**src/rtl/rep_timing_pkg.sv**
```systemverilog
/*
 * constants, types and register map of the group repetition timing generator.
 * assumes a 200 mhz reference clock and a 20 us pulse period.
 */
package rep_timing_pkg;

   // =====================================================================
   // clock and pulse period
   // =====================================================================
   localparam int CLK_MHZ = 200;
   localparam int PULSE_PERIOD_US = 20;
   localparam int TICK_CYCLES = PULSE_PERIOD_US * CLK_MHZ;

   // =====================================================================
   // repetition periods and pulse spacing
   // =====================================================================
   localparam int COUNT_W = 13;
   localparam int SPECIFIC_STEP_US = 100;
   localparam logic [12:0] SPECIFIC_STEP_TICKS = 13'(SPECIFIC_STEP_US / PULSE_PERIOD_US);
   localparam int BASE_US_TEN = 100000;
   localparam int BASE_US_TWELVE = 80000;
   localparam int BASE_US_SIXTEEN = 60000;
   localparam int BASE_US_TWENTY = 50000;
   localparam int BASE_US_TWENTY_FIVE = 40000;
   localparam int BASE_US_THIRTY_THREE = 30000;
   localparam logic [12:0] MIN_PERIOD_TICKS = 13'h05B9;
   localparam logic [12:0] MAX_PERIOD_TICKS = 13'h1388;
   localparam int SPACING_STD_US = 1000;
   localparam int SPACING_ALT_US = 500;
   localparam logic [6:0] SPACING_STD_TICKS = 7'(SPACING_STD_US / PULSE_PERIOD_US);
   localparam logic [6:0] SPACING_ALT_TICKS = 7'(SPACING_ALT_US / PULSE_PERIOD_US);
   localparam logic [3:0] MULTI_PULSES = 4'h8;
   localparam logic [3:0] SINGLE_MASTER_PULSES = 4'h2;
   localparam logic [3:0] SINGLE_SECOND_PULSES = 4'h1;

   // =====================================================================
   // register map
   // =====================================================================
   localparam logic [7:0] CTRL_ADR = 8'h00;
   localparam logic [7:0] SEC_DELAY_ADR = 8'h04;
   localparam logic [7:0] STATUS_ADR = 8'h08;
   localparam logic [7:0] COUNT_ADR = 8'h0C;
   localparam int CTRL_BASIC_LSB = 0;
   localparam int CTRL_SPECIFIC_LSB = 4;
   localparam int CTRL_ALT_BIT = 8;
   localparam int CTRL_SINGLE_BIT = 9;
   localparam int CTRL_RUN_BIT = 10;
   localparam logic [31:0] CTRL_MASK = 32'h0000_0777;
   localparam logic [31:0] CTRL_RST = 32'h0000_0000;
   localparam logic [12:0] SEC_DELAY_RST = 13'h0000;
   localparam int STATUS_CODE_BIT = 15;
   localparam int STATUS_STATE_LSB = 16;

   // six basic rates; codes 6 and 7 fall back to the slowest
   typedef enum logic [2:0] {
      rate_ten = 3'h0,
      rate_twelve_and_half = 3'h1,
      rate_sixteen_two_thirds = 3'h2,
      rate_twenty = 3'h3,
      rate_twenty_five = 3'h4,
      rate_thirty_three = 3'h5
   } basic_e;

   // burst sequencer, gray coded along idle-master-wait-second
   typedef enum logic [1:0] {
      SEQ_IDLE = 2'b00,
      SEQ_MASTER = 2'b01,
      SEQ_WAIT = 2'b11,
      SEQ_SECOND = 2'b10
   } seq_e;

   // one rate and spacing selection
   typedef struct packed {
      basic_e basic;
      logic [2:0] specific;
      logic alt_spacing;
      logic single_pulse;
   } sel_s;

endpackage : rep_timing_pkg

```
**src/rtl/rep_timing_gen.sv**
```systemverilog
/*
 * group repetition timing generator: repetition period divider, burst
 * sequencer for master and secondary groups, code group toggle and a
 * classic wishbone register slave.
 * assumes all inputs are synchronous to ref_clk_i; ce_i freezes all state.
 */
// Overview of operation
// - forty-eight periods: six basic rates times eight specific rates
// - basic rates step by 10,000 or 20,000 us in period
// - each specific step shortens the period by exactly 100 us
// - range spans 10 groups per second up to 34.13 per second
// - period held as 13-bit count of 20 us pulse periods
// - standard spacing between pulses in a group is 1000 us
// - alternate spacing selection gives 500 us between pulses
// - single-pulse mode: two master pulses, one secondary pulse per group
// - single-pulse code groups alternate exactly as in 8-pulse operation
// - the ninth master pulse is ignored by group timing
// - counting stage toggles on each input edge, dividing by two
// - gating stage holds state until its designated event edge
// - divide count unit is one 20 us pulse period
// - master trigger marks the start of each group, secondary trigger the start of the secondary burst
`timescale 1ns/1ps
module rep_timing_gen
   import rep_timing_pkg::*;
#(
   parameter int TICK_CYCLES_P = TICK_CYCLES
) (
   input wire logic ref_clk_i,
   input wire logic reset_i,
   input wire logic ce_i,
   input wire logic wb_cyc_i,
   input wire logic wb_stb_i,
   input wire logic wb_we_i,
   input wire logic [7:0] wb_adr_i,
   input wire logic [3:0] wb_sel_i,
   input wire logic [31:0] wb_dat_i,
   output logic [31:0] wb_dat_o,
   output logic wb_ack_o,
   output logic group_start_o,
   output logic master_trig_o,
   output logic second_trig_o,
   output logic pulse_o,
   output logic master_gate_o,
   output logic second_gate_o,
   output logic master_first_code_group_o,
   output logic master_second_code_group_o
);

   // =====================================================================
   // functions
   // =====================================================================
   // divide count of a selection in pulse periods
   function automatic logic [12:0] period_count(input sel_s s);
      logic [12:0] base;
      base = 13'(BASE_US_TEN / PULSE_PERIOD_US);
      unique case (s.basic)
         rate_ten: base = 13'(BASE_US_TEN / PULSE_PERIOD_US);
         rate_twelve_and_half: base = 13'(BASE_US_TWELVE / PULSE_PERIOD_US);
         rate_sixteen_two_thirds: base = 13'(BASE_US_SIXTEEN / PULSE_PERIOD_US);
         rate_twenty: base = 13'(BASE_US_TWENTY / PULSE_PERIOD_US);
         rate_twenty_five: base = 13'(BASE_US_TWENTY_FIVE / PULSE_PERIOD_US);
         rate_thirty_three: base = 13'(BASE_US_THIRTY_THREE / PULSE_PERIOD_US);
         default: base = 13'(BASE_US_TEN / PULSE_PERIOD_US);
      endcase
      return 13'(base - 13'(s.specific) * SPECIFIC_STEP_TICKS);
   endfunction : period_count

   // ticks between pulses of one burst
   function automatic logic [6:0] spacing_ticks(input logic alt);
      return alt ? SPACING_ALT_TICKS : SPACING_STD_TICKS;
   endfunction : spacing_ticks

   // pulses expected in a master or secondary burst
   function automatic logic [3:0] burst_len(input logic single, input logic second);
      if (!single) begin
         return MULTI_PULSES;
      end
      return second ? SINGLE_SECOND_PULSES : SINGLE_MASTER_PULSES;
   endfunction : burst_len

   // byte-lane merge of a wishbone write
   function automatic logic [31:0] merge(input logic [31:0] old, input logic [31:0] nw,
                                         input logic [3:0] sel);
      logic [31:0] res;
      res = old;
      for (int i = 0; i < 4; i++) begin
         if (sel[i]) begin
            res[i*8 +: 8] = nw[i*8 +: 8];
         end
      end
      return res;
   endfunction : merge

   // =====================================================================
   // declarations
   // =====================================================================
   logic ack_ff;
   logic [31:0] dat_ff;
   logic [31:0] ctrl_ff;
   logic [12:0] sec_delay_ff;
   logic [11:0] pre_ff;
   logic [12:0] rep_ff;
   logic [12:0] dly_ff;
   logic sec_en_ff;
   sel_s act_ff;
   seq_e state_ff;
   logic [3:0] idx_ff;
   logic [6:0] sp_ff;
   logic code_group_ff;
   logic group_start_ff;
   logic master_trig_ff;
   logic second_trig_ff;
   logic pulse_ff;
   sel_s ctrl_sel;
   logic run;
   logic tick;
   logic reload;
   logic burst_end;
   logic sec_trig_ev;
   logic pulse_ev;
   logic wr_acc;

   // =====================================================================
   // wishbone slave: ack one cycle after request, dropped the next
   // =====================================================================
   assign wr_acc = ce_i && ack_ff && wb_cyc_i && wb_stb_i && wb_we_i;

   always_ff @(posedge ref_clk_i) begin
      if (reset_i) begin
         ack_ff <= 1'b0;
      end else if (ce_i) begin
         ack_ff <= wb_cyc_i && wb_stb_i && !ack_ff;
      end
   end

   // read data captured together with ack; unmapped reads give zero
   always_ff @(posedge ref_clk_i) begin
      if (reset_i) begin
         dat_ff <= 32'h0000_0000;
      end else if (ce_i && wb_cyc_i && wb_stb_i && !ack_ff) begin
         unique case (wb_adr_i)
            CTRL_ADR: dat_ff <= ctrl_ff;
            SEC_DELAY_ADR: dat_ff <= {19'h00000, sec_delay_ff};
            STATUS_ADR: dat_ff <= {14'h0000, state_ff, code_group_ff, 2'h0,
                                   period_count(act_ff)};
            COUNT_ADR: dat_ff <= {19'h00000, rep_ff};
            default: dat_ff <= 32'h0000_0000;
         endcase
      end
   end

   // writes land on the edge where the master samples ack
   always_ff @(posedge ref_clk_i) begin
      if (reset_i) begin
         ctrl_ff <= CTRL_RST;
         sec_delay_ff <= SEC_DELAY_RST;
      end else if (wr_acc) begin
         if (wb_adr_i == CTRL_ADR) begin
            ctrl_ff <= merge(ctrl_ff, wb_dat_i, wb_sel_i) & CTRL_MASK;
         end
         if (wb_adr_i == SEC_DELAY_ADR) begin
            sec_delay_ff <= 13'(merge({19'h00000, sec_delay_ff}, wb_dat_i, wb_sel_i));
         end
      end
   end

   assign ctrl_sel = '{basic: basic_e'(ctrl_ff[CTRL_BASIC_LSB +: 3]),
                       specific: ctrl_ff[CTRL_SPECIFIC_LSB +: 3],
                       alt_spacing: ctrl_ff[CTRL_ALT_BIT],
                       single_pulse: ctrl_ff[CTRL_SINGLE_BIT]};
   assign run = ctrl_ff[CTRL_RUN_BIT];

   // =====================================================================
   // pulse period prescaler
   // =====================================================================
   assign tick = ce_i && (pre_ff == 12'(TICK_CYCLES_P - 1));

   always_ff @(posedge ref_clk_i) begin
      if (reset_i) begin
         pre_ff <= 12'h000;
      end else if (ce_i) begin
         pre_ff <= tick ? 12'h000 : 12'(pre_ff + 12'h001);
      end
   end

   // =====================================================================
   // repetition divider
   // =====================================================================
   assign reload = tick && run && (rep_ff <= 13'h0001);

   // load the selected count at every boundary and latch the selection
   always_ff @(posedge ref_clk_i) begin
      if (reset_i) begin
         rep_ff <= 13'h0000;
         act_ff <= '{basic: rate_ten, specific: 3'h0, alt_spacing: 1'b0,
                     single_pulse: 1'b0};
      end else if (ce_i) begin
         if (!run) begin
            rep_ff <= 13'h0000;
         end else if (reload) begin
            rep_ff <= period_count(ctrl_sel);
            act_ff <= ctrl_sel;
         end else if (tick) begin
            rep_ff <= 13'(rep_ff - 13'h0001);
         end
      end
   end

   // code group toggle divides the group rate by two
   always_ff @(posedge ref_clk_i) begin
      if (reset_i) begin
         code_group_ff <= 1'b0;
      end else if (ce_i && reload) begin
         code_group_ff <= !code_group_ff;
      end
   end

   // secondary delay from group start, in pulse periods
   always_ff @(posedge ref_clk_i) begin
      if (reset_i) begin
         dly_ff <= 13'h0000;
         sec_en_ff <= 1'b0;
      end else if (ce_i) begin
         if (reload) begin
            dly_ff <= sec_delay_ff;
            sec_en_ff <= (sec_delay_ff != 13'h0000);
         end else if (tick && dly_ff != 13'h0000) begin
            dly_ff <= 13'(dly_ff - 13'h0001);
         end
      end
   end

   // =====================================================================
   // burst sequencer
   // =====================================================================
   assign burst_end = (sp_ff == 7'h01) &&
                      (idx_ff == burst_len(act_ff.single_pulse, state_ff == SEQ_SECOND));
   assign sec_trig_ev = tick && !reload && (state_ff == SEQ_WAIT) &&
                        (dly_ff == 13'h0000) && sec_en_ff;
   assign pulse_ev = reload || sec_trig_ev ||
                     (tick && (state_ff == SEQ_MASTER || state_ff == SEQ_SECOND) &&
                      sp_ff == 7'h01 && !burst_end);

   // gate stages move only on a pulse-period tick, a group start, or when run is cleared
   always_ff @(posedge ref_clk_i) begin
      if (reset_i) begin
         state_ff <= SEQ_IDLE;
         idx_ff <= 4'h0;
         sp_ff <= 7'h00;
      end else if (ce_i) begin
         if (!run) begin
            state_ff <= SEQ_IDLE;
         end else if (reload) begin
            state_ff <= SEQ_MASTER;
            idx_ff <= 4'h1;
            sp_ff <= spacing_ticks(ctrl_sel.alt_spacing);
         end else if (tick) begin
            unique case (state_ff)
               SEQ_IDLE: state_ff <= SEQ_IDLE;
               SEQ_MASTER, SEQ_SECOND: begin
                  if (burst_end) begin
                     // ninth master pulse is never counted
                     state_ff <= (state_ff == SEQ_MASTER) ? SEQ_WAIT : SEQ_IDLE;
                  end else if (sp_ff == 7'h01) begin
                     idx_ff <= 4'(idx_ff + 4'h1);
                     sp_ff <= spacing_ticks(act_ff.alt_spacing);
                  end else begin
                     sp_ff <= 7'(sp_ff - 7'h01);
                  end
               end
               SEQ_WAIT: begin
                  // a delay that runs out before the master burst ends just starts the burst late; stations avoid overlap
                  if (dly_ff == 13'h0000) begin
                     state_ff <= sec_en_ff ? SEQ_SECOND : SEQ_IDLE;
                     idx_ff <= 4'h1;
                     sp_ff <= spacing_ticks(act_ff.alt_spacing);
                  end
               end
            endcase
         end
      end
   end

   // registered one-cycle strobes
   always_ff @(posedge ref_clk_i) begin
      if (reset_i) begin
         group_start_ff <= 1'b0;
         master_trig_ff <= 1'b0;
         second_trig_ff <= 1'b0;
         pulse_ff <= 1'b0;
      end else if (ce_i) begin
         group_start_ff <= reload;
         master_trig_ff <= reload;
         second_trig_ff <= sec_trig_ev;
         pulse_ff <= pulse_ev;
      end
   end

   assign wb_ack_o = ack_ff;
   assign wb_dat_o = dat_ff;
   assign group_start_o = group_start_ff;
   assign master_trig_o = master_trig_ff;
   assign second_trig_o = second_trig_ff;
   assign pulse_o = pulse_ff;
   assign master_gate_o = (state_ff == SEQ_MASTER);
   assign second_gate_o = (state_ff == SEQ_SECOND);
   assign master_first_code_group_o = !code_group_ff;
   assign master_second_code_group_o = code_group_ff;

   // =====================================================================
   // checking helpers and assertions
   // =====================================================================
   logic [12:0] gap_ff;
   logic [12:0] gap_last_ff;
   logic [12:0] per_ff;
   logic [12:0] per_last_ff;
   logic [12:0] old_cnt_ff;
   logic seen_ff;
   logic [3:0] burst_ff;

   // ticks between pulses, ticks per period and pulses per burst
   always_ff @(posedge ref_clk_i) begin
      if (reset_i) begin
         gap_ff <= 13'h0000;
         gap_last_ff <= 13'h0000;
         per_ff <= 13'h0000;
         per_last_ff <= 13'h0000;
         old_cnt_ff <= 13'h0000;
         seen_ff <= 1'b0;
         burst_ff <= 4'h0;
      end else if (ce_i) begin
         if (pulse_ev) begin
            gap_last_ff <= 13'(gap_ff + 13'h0001);
            gap_ff <= 13'h0000;
         end else if (tick) begin
            gap_ff <= 13'(gap_ff + 13'h0001);
         end
         if (reload) begin
            per_last_ff <= 13'(per_ff + 13'h0001);
            per_ff <= 13'h0000;
            old_cnt_ff <= period_count(act_ff);
         end else if (tick) begin
            per_ff <= 13'(per_ff + 13'h0001);
         end
         seen_ff <= run && (seen_ff || reload);
         if (reload || sec_trig_ev) begin
            burst_ff <= 4'h1;
         end else if (pulse_ev) begin
            burst_ff <= 4'(burst_ff + 4'h1);
         end
      end
   end

   property p_load_count;
      @(posedge ref_clk_i) disable iff (reset_i)
      group_start_ff |-> rep_ff == period_count(act_ff);
   endproperty
   a_load_count: assert property (p_load_count) else $error("reload count wrong");

   property p_specific_step;
      @(posedge ref_clk_i) disable iff (reset_i)
      (act_ff.specific != 3'h0) |->
         13'(period_count(act_ff) + SPECIFIC_STEP_TICKS) ==
         period_count('{basic: act_ff.basic, specific: 3'(act_ff.specific - 3'h1),
                        alt_spacing: 1'b0, single_pulse: 1'b0});
   endproperty
   a_specific_step: assert property (p_specific_step) else $error("specific step wrong");

   property p_range;
      @(posedge ref_clk_i) disable iff (reset_i)
      group_start_ff |-> rep_ff >= MIN_PERIOD_TICKS && rep_ff <= MAX_PERIOD_TICKS;
   endproperty
   a_range: assert property (p_range) else $error("period out of range");

   property p_period_length;
      @(posedge ref_clk_i) disable iff (reset_i)
      $rose(group_start_ff) && $past(seen_ff) |-> per_last_ff == old_cnt_ff;
   endproperty
   a_period_length: assert property (p_period_length) else $error("period length wrong");

   property p_spacing;
      @(posedge ref_clk_i) disable iff (reset_i)
      $rose(pulse_ff) && !master_trig_ff && !second_trig_ff |->
         gap_last_ff == 13'(spacing_ticks(act_ff.alt_spacing));
   endproperty
   a_spacing: assert property (p_spacing) else $error("pulse spacing wrong");

   property p_burst_len;
      @(posedge ref_clk_i) disable iff (reset_i)
      ($past(state_ff) == SEQ_MASTER && state_ff == SEQ_WAIT) |->
         burst_ff == burst_len(act_ff.single_pulse, 1'b0);
   endproperty
   a_burst_len: assert property (p_burst_len) else $error("master burst length wrong");

   property p_trig_pulse;
      @(posedge ref_clk_i) disable iff (reset_i)
      $rose(master_trig_ff) |-> pulse_ff && master_gate_o && idx_ff == 4'h1;
   endproperty
   a_trig_pulse: assert property (p_trig_pulse) else $error("trigger without pulse");

   property p_toggle;
      @(posedge ref_clk_i) disable iff (reset_i)
      $rose(group_start_ff) |-> code_group_ff != $past(code_group_ff);
   endproperty
   a_toggle: assert property (p_toggle) else $error("code group did not toggle");

   // the edge right after a reset compares against pre-reset values, so skip it
   property p_sel_boundary;
      @(posedge ref_clk_i) disable iff (reset_i)
      !$past(reset_i) && (act_ff != $past(act_ff)) |-> group_start_ff;
   endproperty
   a_sel_boundary: assert property (p_sel_boundary) else $error("selection changed midway");

   property p_gate_event;
      @(posedge ref_clk_i) disable iff (reset_i)
      !$past(reset_i) && (state_ff != $past(state_ff)) |-> $past(tick) || !$past(run);
   endproperty
   a_gate_event: assert property (p_gate_event) else $error("gate moved off event");

   property p_ack_drop;
      @(posedge ref_clk_i) disable iff (reset_i)
      ack_ff && $past(ce_i) |=> !ack_ff || !$past(ce_i);
   endproperty
   a_ack_drop: assert property (p_ack_drop) else $error("ack held too long");

   c_group: cover property (@(posedge ref_clk_i) disable iff (reset_i)
                            $rose(group_start_ff) && seen_ff);
   c_second: cover property (@(posedge ref_clk_i) disable iff (reset_i) $rose(second_trig_ff));
   c_alt: cover property (@(posedge ref_clk_i) disable iff (reset_i)
                          $rose(pulse_ff) && act_ff.alt_spacing && !master_trig_ff);
   c_single: cover property (@(posedge ref_clk_i) disable iff (reset_i)
                             state_ff == SEQ_WAIT && act_ff.single_pulse);

endmodule : rep_timing_gen

```
**config.mk**
```make
export PLATFORM = sky130hd
export DESIGN_NAME = rep_timing_gen
export DESIGN_NICKNAME = d
export VERILOG_FILES = /design/src/rtl/rep_timing_pkg.sv /design/src/rtl/rep_timing_gen.sv
export SDC_FILE = /design/constraint.sdc
export NUM_CORES = 1
export LEC_CHECK = 0
export BUFFER_PORTS_ARGS = -buffer_cell sky130_fd_sc_hd__buf_4
export CORE_MARGIN = 2
export CORE_UTILIZATION = 58
export CTS_CLUSTER_SIZE = 40
export DETAILED_ROUTE_END_ITERATION = 16
export HOLD_SLACK_MARGIN = 0.12
export PLACE_DENSITY = 0.79
export REMOVE_ABC_BUFFERS = 1
export SYNTH_ARGS = -nofsm -noshare
export SYNTH_HDL_FRONTEND = slang
export SYNTH_SLANG_ARGS = --single-unit
```
**constraint.sdc**
```tcl
create_clock -name ref_clk_i -period 4.2 [get_ports ref_clk_i]
set_clock_uncertainty 0.05 [all_clocks]
set_input_delay 0.21 -clock ref_clk_i [delete_from_list [all_inputs] [get_ports ref_clk_i]]
set_output_delay 0.21 -clock ref_clk_i [all_outputs]
set_load 0.1 [all_outputs]
```
Yosys cells after proc, flatten, opt, wreduce, memory -nomap -nowiden
Index checks and enable logic that the tools add are counted.

storage, ports and cells
  logic and storage cells = 145
  register bits = 119

cells by class
  reductions and logical operators = 49
  mux-type cells = 40
  multiply operators = 2
  $lt $le $gt $ge = 1
  eq/ne operators = 25
  $add $sub $neg = 7

operators with widths
  operator                                                                number
  13-bit 2-to-1 mux                                                       12
  13-bit case mux with 5 select lines                                     2
  18-bit case mux with 4 select lines                                     1
  7-bit 2-to-1 mux                                                        5
  13-bit nonzero test                                                     2
  13-bit by 1-bit subtractor with 13-bit output, second input constant    2
  13-bit by 6-bit subtractor with 13-bit output                           2
  4-bit 2-to-1 mux                                                        6
  1-bit logical AND                                                       22
  8-bit by 4-bit equality test with 1-bit output, second input constant   2
  2-bit 2-to-1 mux                                                        8
  3-bit AND reduction                                                     5
  7-bit case mux with 2 select lines                                      1
  13-bit by 1-bit <= comparator with 1-bit output, second input constant  1
  13-bit logical NOT                                                      1
  12-bit by 1-bit adder with 12-bit output, second input constant         1
  12-bit equality test, second input constant                             1
  3-bit by 2-bit equality test with 1-bit output, second input constant   4
  3-bit equality test, second input constant                              4
  3-bit by 3-bit multiplier with 6-bit output, second input constant      2
  12-bit 2-to-1 mux                                                       1
  6-bit 2-to-1 mux                                                        2
  8-bit by 3-bit equality test with 1-bit output, second input constant   1
  8-bit logical NOT                                                       1
  24 further kinds                                                        35

Depth between registers and ports, before layout
Gate-level depths: netlist of the first run.

  depth after elaboration = 11
  gate-level depth with buffers = 16

Worst setup path before layout of the first run
No wires, ideal clock.

  path type = register to register
  from = register ctrl_ff[1]
  to = register rep_ff[7]
  data required time = 4018 ps
  path slack = 1157 ps
  period minus slack after synthesis = 3043 ps
  cell stages (with the launch flop) = 14
  arrival time = 2861 ps
  path through = dfxtp_1 -> clkbuf_1 -> inv_1 -> ha_1 -> a21oi_1 -> o221ai_1 -> fa_1 -> ha_1 -> nor2b_1 -> o31a_1 -> nor4_1 -> o22ai_1 -> nand2_1 -> a21oi_1

between the ends
  longest elaborated chain between the ends = 9
  elaborated cells on any way between the ends = 13

ends and longest elaborated chain
  item                                               line                   text
  start, declared                                    rep_timing_gen.sv:99   logic [31:0] ctrl_ff;
  start signal, assigned                             rep_timing_gen.sv:159  ctrl_ff <= merge(ctrl_ff, wb_dat_i, wb_sel_i) & CTRL_MASK;
  3-bit equality test (tied with other cells)        rep_timing_gen.sv:56   unique case (s.basic)
  13-bit case mux with 5 select lines (*)            rep_timing_gen.sv:56
  13-bit 2-to-1 mux (*)                              rep_timing_gen.sv:200  end else if (reload) begin
  13-bit 2-to-1 mux (*)                              rep_timing_gen.sv:198  if (!run) begin
  13-bit 2-to-1 mux (*)                              rep_timing_gen.sv:197  end else if (ce_i) begin
  13-bit 2-to-1 mux (*)                              rep_timing_gen.sv:193  if (reset_i) begin
  13-bit by 6-bit subtractor with 13-bit output (*)  rep_timing_gen.sv:65   return 13'(base - 13'(s.specific) * SPECIFIC_STEP_TICKS);
  13-bit 2-to-1 mux (*)                              rep_timing_gen.sv:200
  13-bit 2-to-1 mux (*)                              rep_timing_gen.sv:198
  end signal, assigned                               rep_timing_gen.sv:201  rep_ff <= period_count(ctrl_sel);
  end signal, assigned                               rep_timing_gen.sv:204  rep_ff <= 13'(rep_ff - 13'h0001);
  end, declared                                      rep_timing_gen.sv:102  logic [12:0] rep_ff;

Mark *: on every way between the ends. The rest lies on a longest branch, timed or not. The select of a mux whose other input is x is not followed.
A chain may end at the register's enable or synchronous reset.

Worst setup path in the final report of the first run
Ends and elaborated chain as after synthesis.

==> summary.txt, run 1 <==
status - completed
Tot Pwr - 1.868 mW
1st-pass router iterations - 5
routability congestion estimate - 0.9172
Max stage delay on crit path - 0.58 ns
Cell Count, Final, Fillers Out - 974
CP Capture Type - flip-flop
Sequential cell area - 2062 um2
worst skew pair latency - 0.38 ns
die area - 11630 um2
TritonCTS clock tree - done
Max-Cap Viols - 0
Max Freq - 0.2909 GHz
Slew Limit Fails - 0
worst hold path startpoint - wb_adr_i[0]
worst r2r path cells - 12
Slew headroom - 0.3395
DRC - 0
Yosys top cell area share - 0.3296
cell accounting for the most synthesized area - dfxtp_1
first-pass GRT wire length - 27830 um
multi-input logic area - 3802 um2
layout cell share with drive strength beyond 1 - 0.1146
measured slew at the worst slew-check pin - 0.9907 ns
# diodes - 0
NumNets Final - 914
Post-synth EDFFs - 0
initial antenna violation count - 0
P_sw - 0.4706 mW
CP bufs+invs - 1
final worst path period need - 3.437 ns
hold depth - 4
Fill cells - 913
largest net degree at the start of global routing - 91
Initial Util - 0.6006
pre-CTS WS - 0.8493 ns
Area Overhead vs Synth - 11.80%
H-tree depth - 3
vias in the first global route - 5592
placed insts - 945
Finished Core Util - 0.6715
worst endpoint required time - 4.38 ns
grt total ovfl - 0
worst ir drop on vdd - 0.0001895 V
Flop pwr share - 0.526
number of I/O port buffers - 53
row count - 37
Reg-to-Reg End - rep_ff[7]$_SDFFE_PP0P_
ys flop type - dfxtp_1
P per Cell Area - 267.1 nW/um2
slowest stage cell, crit path - dfxtp_1
R2R Setup Slk - 0.76 ns
number of buffers created by CTS - 9
Pleak - 2.871 nW
Final HPWL DP - 12150 um
die height - 107.9 um
Starting DRT DRC Count - 594
CP max FO - 11
CTS root buffer - clkbuf_8
Final Setup Violations - 0
core area - 10420 um2
Sw Ratio - 0.2519
DR vias - 6058
Sum Neg Setup Slack - 0 ns
synthesized area per cell - 7.889 um2
delay-heaviest family, CP - adder cells
ys async rst share - 0
Design Area, Final - 6994 um2
final period utilization - 0.8184
clk slew on worst S/H paths - 0.10 ns
Int Power - 1.397 mW
CP Cell Sequence - inv_1 -> ha_1 -> a21oi_1 -> o221ai_1 -> fa_1 -> ha_1 -> nor2b_1 -> o31a_1 -> nor4_1 -> o22ai_1 -> nand2_1 -> a21oi_1
Crit path arrival time - 3.61 ns
GR Util All Layers - 0.3040
smallest hold slack - 0.1979 ns
post-CTS resize count - 0
worst r2r src - ctrl_ff[1]$_SDFFE_PP0P_
RSZ-0062 raised after global routing - false
Final Hold Vio Count - 0
crit path launch type - flip-flop
Max clock buf depth - 2
power share of the combinational group - 0.086
drt total wl - 17170 um
clock sink count - 103
distinct cell type count after synthesis - 68
type of the worst setup path - reg2reg
Cell Area, Placed - 6624 um2
sequential share of the synthesized area - 0.3296
Detail Route Antenna Nets - 0
vias per inst - 6.220
worst setup margin - 0.7626 ns
WL/cell - 17.63 um
Post-CTS Setup Bufs - 0
Clk pwr share - 0.388
Endpoint, Worst Hold - wb_dat_o[6]$_SDFFE_PP0P_
Ports - 91
synthesized area - 6256 um2
Post-Syn Instances - 793
Min-Delay Path Class - in2reg
yosys warns - 0
Synth area leaders - dfxtp_1 33%, nor2_1 6.3%, ha_1 5.6%
Seq cells post-synth - 103
Die X - 107.9 um
worst register-to-register path: stages (launching register included):
cell      delay (ns)
dfxtp_1         0.58
inv_1           0.12
ha_1            0.41
a21oi_1         0.06
o221ai_1        0.27
fa_1            0.48
ha_1            0.36
nor2b_1         0.18
o31a_1          0.27
nor4_1          0.26
o22ai_1         0.11
nand2_1         0.08
a21oi_1         0.06
logic make-up after synthesis:
group	count (synthesis)	synth area share
adder cells (fa/ha/maj)	30	0.06240
buffers and inverters	97	0.07160
multiplexers	38	0.07160
AND/OR/NAND/NOR	327	0.2592
AO/OA/AOI/OAI	170	0.1672
other	1	0.0005994
XOR/XNOR	27	0.03780
flip-flops	103	0.3296
placed cells by master (no fill, tap or decap), drive strengths merged, types with 5 or more instances in the layout:
master,synthesis,layout
o22ai,5,5
a21oi,64,64
nor2,106,106
clkbuf,31,12
mux4,5,5
or3,6,6
a22oi,11,11
dfxtp,103,103
mux2i,29,29
conb,1,16
ha,28,28
inv,39,39
and3,8,8
o21ai,34,34
nor3,17,17
and2,6,6
xnor2,14,14
a211oi,17,17
nand2,83,83
buf,27,59
nand4b,5,5
nor2b,7,7
dlygate4sd3,0,14
nand4,13,13
nor4b,5,5
nand2b,6,6
xor2,13,13
nor4,19,19
a31oi,6,6
nand3,28,28
power by group through the flow:
stage	clock network (mW)	logic, mW	registers (mW)
final	0.725	0.161	0.982
after global routing	0.772	0.169	0.983
after CTS	0.727	0.159	0.982
after detailed placement	0	0.149	1.00
after global placement	0	0.147	1.00
after floorplan	0	0.0835	1.02
synthesized netlist by cell type (14+ instances only):
cell type	n
nor2_1	105
dfxtp_1	103
nand2_1	83
a21oi_1	64
inv_1	39
o21ai_0	34
clkbuf_1	31
mux2i_1	29
ha_1	28
nand3_1	28
buf_4	18
nor4_1	18
a211oi_1	17
nor3_1	15
xnor2_1	14
layout make-up:
cell class                      count  area share
Clock buffer                       12     0.02361
Inverter                           39     0.02093
Timing Repair Buffer               73     0.08336
Tap cell                          136     0.02433
Sequential cell                   103      0.2948
Clock inverter                      3    0.009302
Multi-Input combinational cell    608      0.5436
routing by layer:
layer / track usage / vias up / share of wire
li1: - / 2873 / -
met1: 0.4180 / 2857 / 0.44
met2: 0.4852 / 292 / 0.46
met3: 0.04419 / 36 / 0.079
met4: 0.1108 / 0 / 0.021
met5: 0 / - / 0
worst max path at each step:
stage / startpoint / end / slack (ns) / cells past startpoint
after CTS: ctrl_ff[1]$_SDFFE_PP0P_ / rep_ff[7]$_SDFFE_PP0P_ / 0.81 / 12
after floorplan: ctrl_ff[1]$_SDFFE_PP0P_ / rep_ff[7]$_SDFFE_PP0P_ / 1.28 / 12
after detailed placement: ctrl_ff[1]$_SDFFE_PP0P_ / rep_ff[7]$_SDFFE_PP0P_ / 0.85 / 12
after global routing: ctrl_ff[1]$_SDFFE_PP0P_ / rep_ff[7]$_SDFFE_PP0P_ / 0.53 / 12
after global placement: ctrl_ff[1]$_SDFFE_PP0P_ / rep_ff[7]$_SDFFE_PP0P_ / 0.99 / 12
final: ctrl_ff[1]$_SDFFE_PP0P_ / rep_ff[7]$_SDFFE_PP0P_ / 0.76 / 12
flip-flops by register name, indices dropped and copies added (netlist names), 2 cells and up:
register	cells
wb_dat_o	16
rep_ff	13
idx_ff	4
pre_ff	12
state_ff	2
act_ff	8
dly_ff	13
ctrl_ff	9
sec_delay_ff	13
sp_ff	7
repair_timing:
item	in CTS	in global routing
hold endpoints to repair	23	0
endpoints found under the setup margin	0	0
hold buffers	14	0
Note: power is estimated with default switching activity, not from simulation.
==> run 2: changes to the inputs <==
--- a/config.mk
+++ b/config.mk
@@ -7,11 +7,11 @@
 export LEC_CHECK = 0
 export BUFFER_PORTS_ARGS = -buffer_cell sky130_fd_sc_hd__buf_4
 export CORE_MARGIN = 2
-export CORE_UTILIZATION = 58
+export CORE_UTILIZATION = 52
 export CTS_CLUSTER_SIZE = 40
 export DETAILED_ROUTE_END_ITERATION = 16
 export HOLD_SLACK_MARGIN = 0.12
-export PLACE_DENSITY = 0.79
+export PLACE_DENSITY = 0.75
 export REMOVE_ABC_BUFFERS = 1
 export SYNTH_ARGS = -nofsm -noshare
 export SYNTH_HDL_FRONTEND = slang
==> constraint.sdc (replaced) <==
create_clock -name ref_clk_i -period 2.76 [get_ports ref_clk_i]
set_clock_uncertainty 0.05 [all_clocks]
set_input_delay 0.138 -clock ref_clk_i [delete_from_list [all_inputs] [get_ports ref_clk_i]]
set_output_delay 0.138 -clock ref_clk_i [all_outputs]
set_load 0.1 [all_outputs]
==> summary.txt, run 2 (same netlist as run 1, synthesis figures left out) <==
R2R Setup Slk - 0.06 ns
Ports - 91
clk slew on worst S/H paths - 0.07 ns
vias per inst - 6.218
TritonCTS clock tree - done
Max-Cap Viols - 0
Cell Area, Placed - 6898 um2
placed insts - 989
clock sink count - 103
CP Cell Sequence - inv_2 -> ha_4 -> a21oi_4 -> o221ai_2 -> fa_1 -> ha_4 -> nor2b_4 -> o31a_1 -> nor4_2 -> o22ai_1 -> nand2_1 -> a21oi_1
Final Hold Vio Count - 0
CP max FO - 4
Final Setup Violations - 0
Area Overhead vs Synth - 20.14%
Design Area, Final - 7516 um2
P per Cell Area - 440.3 nW/um2
GR Util All Layers - 0.2840
Starting DRT DRC Count - 740
worst skew pair latency - 0.36 ns
RSZ-0062 raised after global routing - true
measured slew at the worst slew-check pin - 0.5981 ns
Reg-to-Reg End - rep_ff[7]$_SDFFE_PP0P_
slowest stage cell, crit path - fa_1
die area - 12920 um2
Detail Route Antenna Nets - 0
first-pass GRT wire length - 29310 um
Min-Delay Path Class - in2reg
multi-input logic area - 3901 um2
hold depth - 2
commonest non-fill, non-tap cell in the layout - nor2_1
Pleak - 3.114 nW
vias in the first global route - 5902
number of flip-flops under the largest register name - 16
crit path launch type - flip-flop
number of I/O port buffers - 53
worst hold path startpoint - reset_i
pre-CTS WS - -0.2042 ns
Max clock buf depth - 2
delay-heaviest family, CP - adder cells
H-tree depth - 3
Die X - 113.7 um
DR vias - 6342
largest net degree at the start of global routing - 53
cell repeated most along the worst path - ha_4
Slew headroom - 0.6013
worst endpoint required time - 2.94 ns
Crit path arrival time - 2.88 ns
DRC - 0
Slew Limit Fails - 0
core area - 11860 um2
Cell Count, Final, Fillers Out - 1020
CP bufs+invs - 1
Fill cells - 973
Initial Util - 0.5274
1st-pass router iterations - 5
worst ir drop on vdd - 0.0002545 V
Max Freq - 0.3698 GHz
CTS root buffer - clkbuf_16
NumNets Final - 949
# diodes - 0
drt total wl - 18420 um
initial antenna violation count - 0
Endpoint, Worst Hold - sp_ff[0]$_SDFFE_PP0P_
Max stage delay on crit path - 0.54 ns
worst setup margin - 0.05563 ns
final worst path period need - 2.704 ns
worst r2r path cells - 12
Sequential cell area - 2064 um2
routability congestion estimate - 0.9734
most frequent cells in the layout - 105 x nor2_1, 101 x dfxtp_1, 92 x buf_4
die height - 113.7 um
CP Capture Type - flip-flop
number of buffers created by CTS - 9
type of the worst setup path - reg2reg
worst r2r src - ctrl_ff[1]$_SDFFE_PP0P_
Final HPWL DP - 12970 um
row count - 40
WL/cell - 18.06 um
status - completed
final period utilization - 0.9798
layout cell share with drive strength beyond 1 - 0.1684
grt total ovfl - 0
## run 2: cell types whose count changed in the layout (fill, tap and decap cells not counted), sizes merged
cell and change:
inv +1, bufinv +2, clkbuf -2, clkinv -1, buf +35
## run 2: final cells by class
class	count	share of cell area
inverter	39	0.01948
multi-input combinational	608	0.5191
clock inverter	5	0.01715
tap	147	0.02447
timing repair buffer	108	0.1147
sequential	103	0.2747
clock buffer	10	0.03046
## run 2: worst max-delay path by stage
stage,startpoint,endpoint,depth (start not counted)
2_1_floorplan,ctrl_ff[1]$_SDFFE_PP0P_,rep_ff[7]$_SDFFE_PP0P_,12
3_3_place_gp,ctrl_ff[1]$_SDFFE_PP0P_,rep_ff[7]$_SDFFE_PP0P_,12
3_5_place_dp,ctrl_ff[1]$_SDFFE_PP0P_,rep_ff[7]$_SDFFE_PP0P_,12
4_1_cts,ctrl_ff[1]$_SDFFE_PP0P_,rep_ff[7]$_SDFFE_PP0P_,12
5_1_grt,ctrl_ff[1]$_SDFFE_PP0P_,rep_ff[5]$_SDFFE_PP0P_,12
6_report,ctrl_ff[1]$_SDFFE_PP0P_,rep_ff[7]$_SDFFE_PP0P_,12
## run 2: routing by layer
layer | vias to the layer above | global-route usage | wire length, um
li1 | 2940 | - | -
met3 | 56 | 0.03029 | 1224
met1 | 3028 | 0.3686 | 7799
met4 | 0 | 0.1390 | 631
met2 | 318 | 0.4739 | 8762
met5 | - | 0 | 0
## run 2: timing repair
action                                  CTS  global route
hold endpoints to repair                 23             0
pin swaps                                10            10
endpoints found under the setup margin    4             3
gates resized for setup                  14             9
hold buffers                             14             0
setup buffers                             2             0
## run 2: power breakdown
part	internal (mW)	leakage [nW]	total, mW	switching, mW
clock network	0.977	0.173	1.56	0.586
logic	0.0598	2.11	0.252	0.192
registers	1.49	0.831	1.49	0.00414
total	2.53	3.11	3.31	0.782
## run 2: stage by stage
| step | utilization | power [mW] | hold WS, ns | setup TNS [ns] |
|---|---|---|---|---|
| 2_1_floorplan | - | 1.675 | 0.1571 | -0.2639 |
| 3_5_place_dp | 0.5815 | 1.759 | 0.3343 | -0.2986 |
| 4_1_cts | 0.6303 | 3.311 | 0.1501 | -0.01801 |
| 5_1_grt | 0.6337 | 3.382 | 0.1749 | -0.09157 |
| 3_3_place_gp | 0.5815 | 1.757 | 0.3169 | -0.06929 |
| 6_report | 0.6337 | 3.309 | 0.1497 | 0 |
==> run 3: changes to the inputs <==
--- a/config.mk
+++ b/config.mk
@@ -6,7 +6,7 @@
 export NUM_CORES = 1
 export LEC_CHECK = 0
 export BUFFER_PORTS_ARGS = -buffer_cell sky130_fd_sc_hd__buf_4
-export CORE_MARGIN = 2
+export CORE_MARGIN = 5
 export CORE_UTILIZATION = 52
 export CTS_CLUSTER_SIZE = 40
 export DETAILED_ROUTE_END_ITERATION = 16
==> summary.txt, run 3 (same netlist as run 1, synthesis figures left out) <==
GR Util All Layers - 0.2499
final period utilization - 0.9990
slowest stage cell, crit path - fa_1
Sum Neg Setup Slack - 0 ns
worst ir drop on vdd - 0.0003084 V
Max-Cap Viols - 0
clock sink count - 103
Crit. Startpoint - ctrl_ff[1]$_SDFFE_PP0P_
# diodes - 0
vias per inst - 6.101
Final Setup Violations - 0
Ports - 91
Initial Util - 0.5252
Tot Pwr - 3.038 mW
Min-Delay Path Class - in2reg
Die X - 119.7 um
H-tree depth - 3
TritonCTS clock tree - done
worst hold path startpoint - reset_i
WL/cell - 17.95 um
crit path launch type - flip-flop
initial antenna violation count - 0
row count - 40
NumNets Final - 952
CP Capture Type - flip-flop
Starting DRT DRC Count - 604
CTS root buffer - clkbuf_16
vias in the first global route - 5900
die area - 14320 um2
first-pass GRT wire length - 29080 um
P per Cell Area - 408.0 nW/um2
worst r2r path cells - 12
CP Cell Sequence - inv_2 -> ha_4 -> a21oi_2 -> o221ai_2 -> fa_1 -> ha_4 -> nor2b_4 -> o31a_1 -> nor4_2 -> o22ai_1 -> nand2_1 -> a21oi_1
worst endpoint required time - 2.93 ns
grt total ovfl - 0
number of buffers created by CTS - 9
most frequent cells in the layout - 105 x nor2_1, 101 x dfxtp_1, 96 x buf_4
Max Freq - 0.3627 GHz
measured slew at the worst slew-check pin - 0.6204 ns
clk slew on worst S/H paths - 0.07 ns
core area - 11910 um2
Slew headroom - 0.5853
Crit path arrival time - 2.92 ns
hold depth - 2
drt total wl - 18360 um
number of I/O port buffers - 53
number of flip-flops under the largest register name - 16
DR vias - 6241
Max clock buf depth - 2
DRC - 0
die height - 119.7 um
1st-pass router iterations - 5
layout cell share with drive strength beyond 1 - 0.1724
Detail Route Antenna Nets - 0
Pleak - 3.090 nW
type of the worst setup path - reg2reg
Final HPWL DP - 13570 um
routability congestion estimate - 0.9468
RSZ-0062 raised after global routing - true
pre-CTS WS - -0.1477 ns
Final Hold Vio Count - 0
cell repeated most along the worst path - ha_4
status - completed
worst setup margin - 0.002672 ns
CP max FO - 5
worst skew pair latency - 0.35 ns
Slew Limit Fails - 0
commonest non-fill, non-tap cell in the layout - nor2_1
Max stage delay on crit path - 0.54 ns
worst r2r src - ctrl_ff[1]$_SDFFE_PP0P_
largest net degree at the start of global routing - 47
Area Overhead vs Synth - 19.00%
final worst path period need - 2.757 ns
run 3: final cells by class:
type,instances,area [um2]
fillers,1050,4467
multi-input cells,608,3885
flip-flops and latches,103,2064
repair buffers,111,872.1
clock buffers,9,225.2
well taps,147,183.9
inverters,39,146.4
clock inverters,6,67.56
run 3: layer usage:
layer | vias to the layer above | global-route usage | wire length [um]
li1 | 2941 | - | -
met1 | 2984 | 0.3117 | 7655
met2 | 277 | 0.4244 | 8828
met3 | 39 | 0.03959 | 1320
met4 | 0 | 0.1138 | 556
met5 | - | 0 | 0
run 3: path summary, 6_finish.rpt:
kind / to / slack, ns
hold / removal: sec_delay_ff[12]$_SDFFE_PP0P_ / 0.18
hold reg to reg: wb_dat_o[15]$_SDFFE_PP0P_ / 0.40
setup / recovery: rep_ff[7]$_SDFFE_PP0P_ / 0.003
setup reg to reg: rep_ff[7]$_SDFFE_PP0P_ / 0.003
run 3: through the flow:
stage	utilization	cells	hold slack, ns	area, um2
after detailed placement	0.5799	992	0.3282	6908
after global routing	0.6250	1023	0.1915	7445
final	0.6250	1023	0.1803	7445
after floorplan	-	750	0.1571	6011
after CTS	0.6193	1021	0.1661	7377
after global placement	0.5799	992	0.3199	6908
run 3: what timing repair did:
| action | CTS | global route |
|---|---|---|
| setup buffers | 0 | 2 |
| pin swaps | 3 | 4 |
| setup endpoints to repair | 4 | 6 |
| cloned | 0 | 0 |
| hold endpoints to repair | 23 | 0 |
| hold buffers | 14 | 0 |
| gates resized for setup | 7 | 15 |
run 3: worst max-delay path, delay by kind of cell (launching register included):
kind / cells / cell delay (ns)
flip-flops: 1 / 0.35
adder cells (fa/ha/maj): 3 / 0.99
AO/OA/AOI/OAI: 5 / 0.73
buffers and inverters: 1 / 0.05
AND/OR/NAND/NOR: 3 / 0.47
run 3: where the power goes:
| group | switching (mW) | internal [mW] |
|---|---|---|
| Combinational | 0.191 | 0.0598 |
| Clock | 0.589 | 0.703 |
| Sequential | 0.00444 | 1.49 |
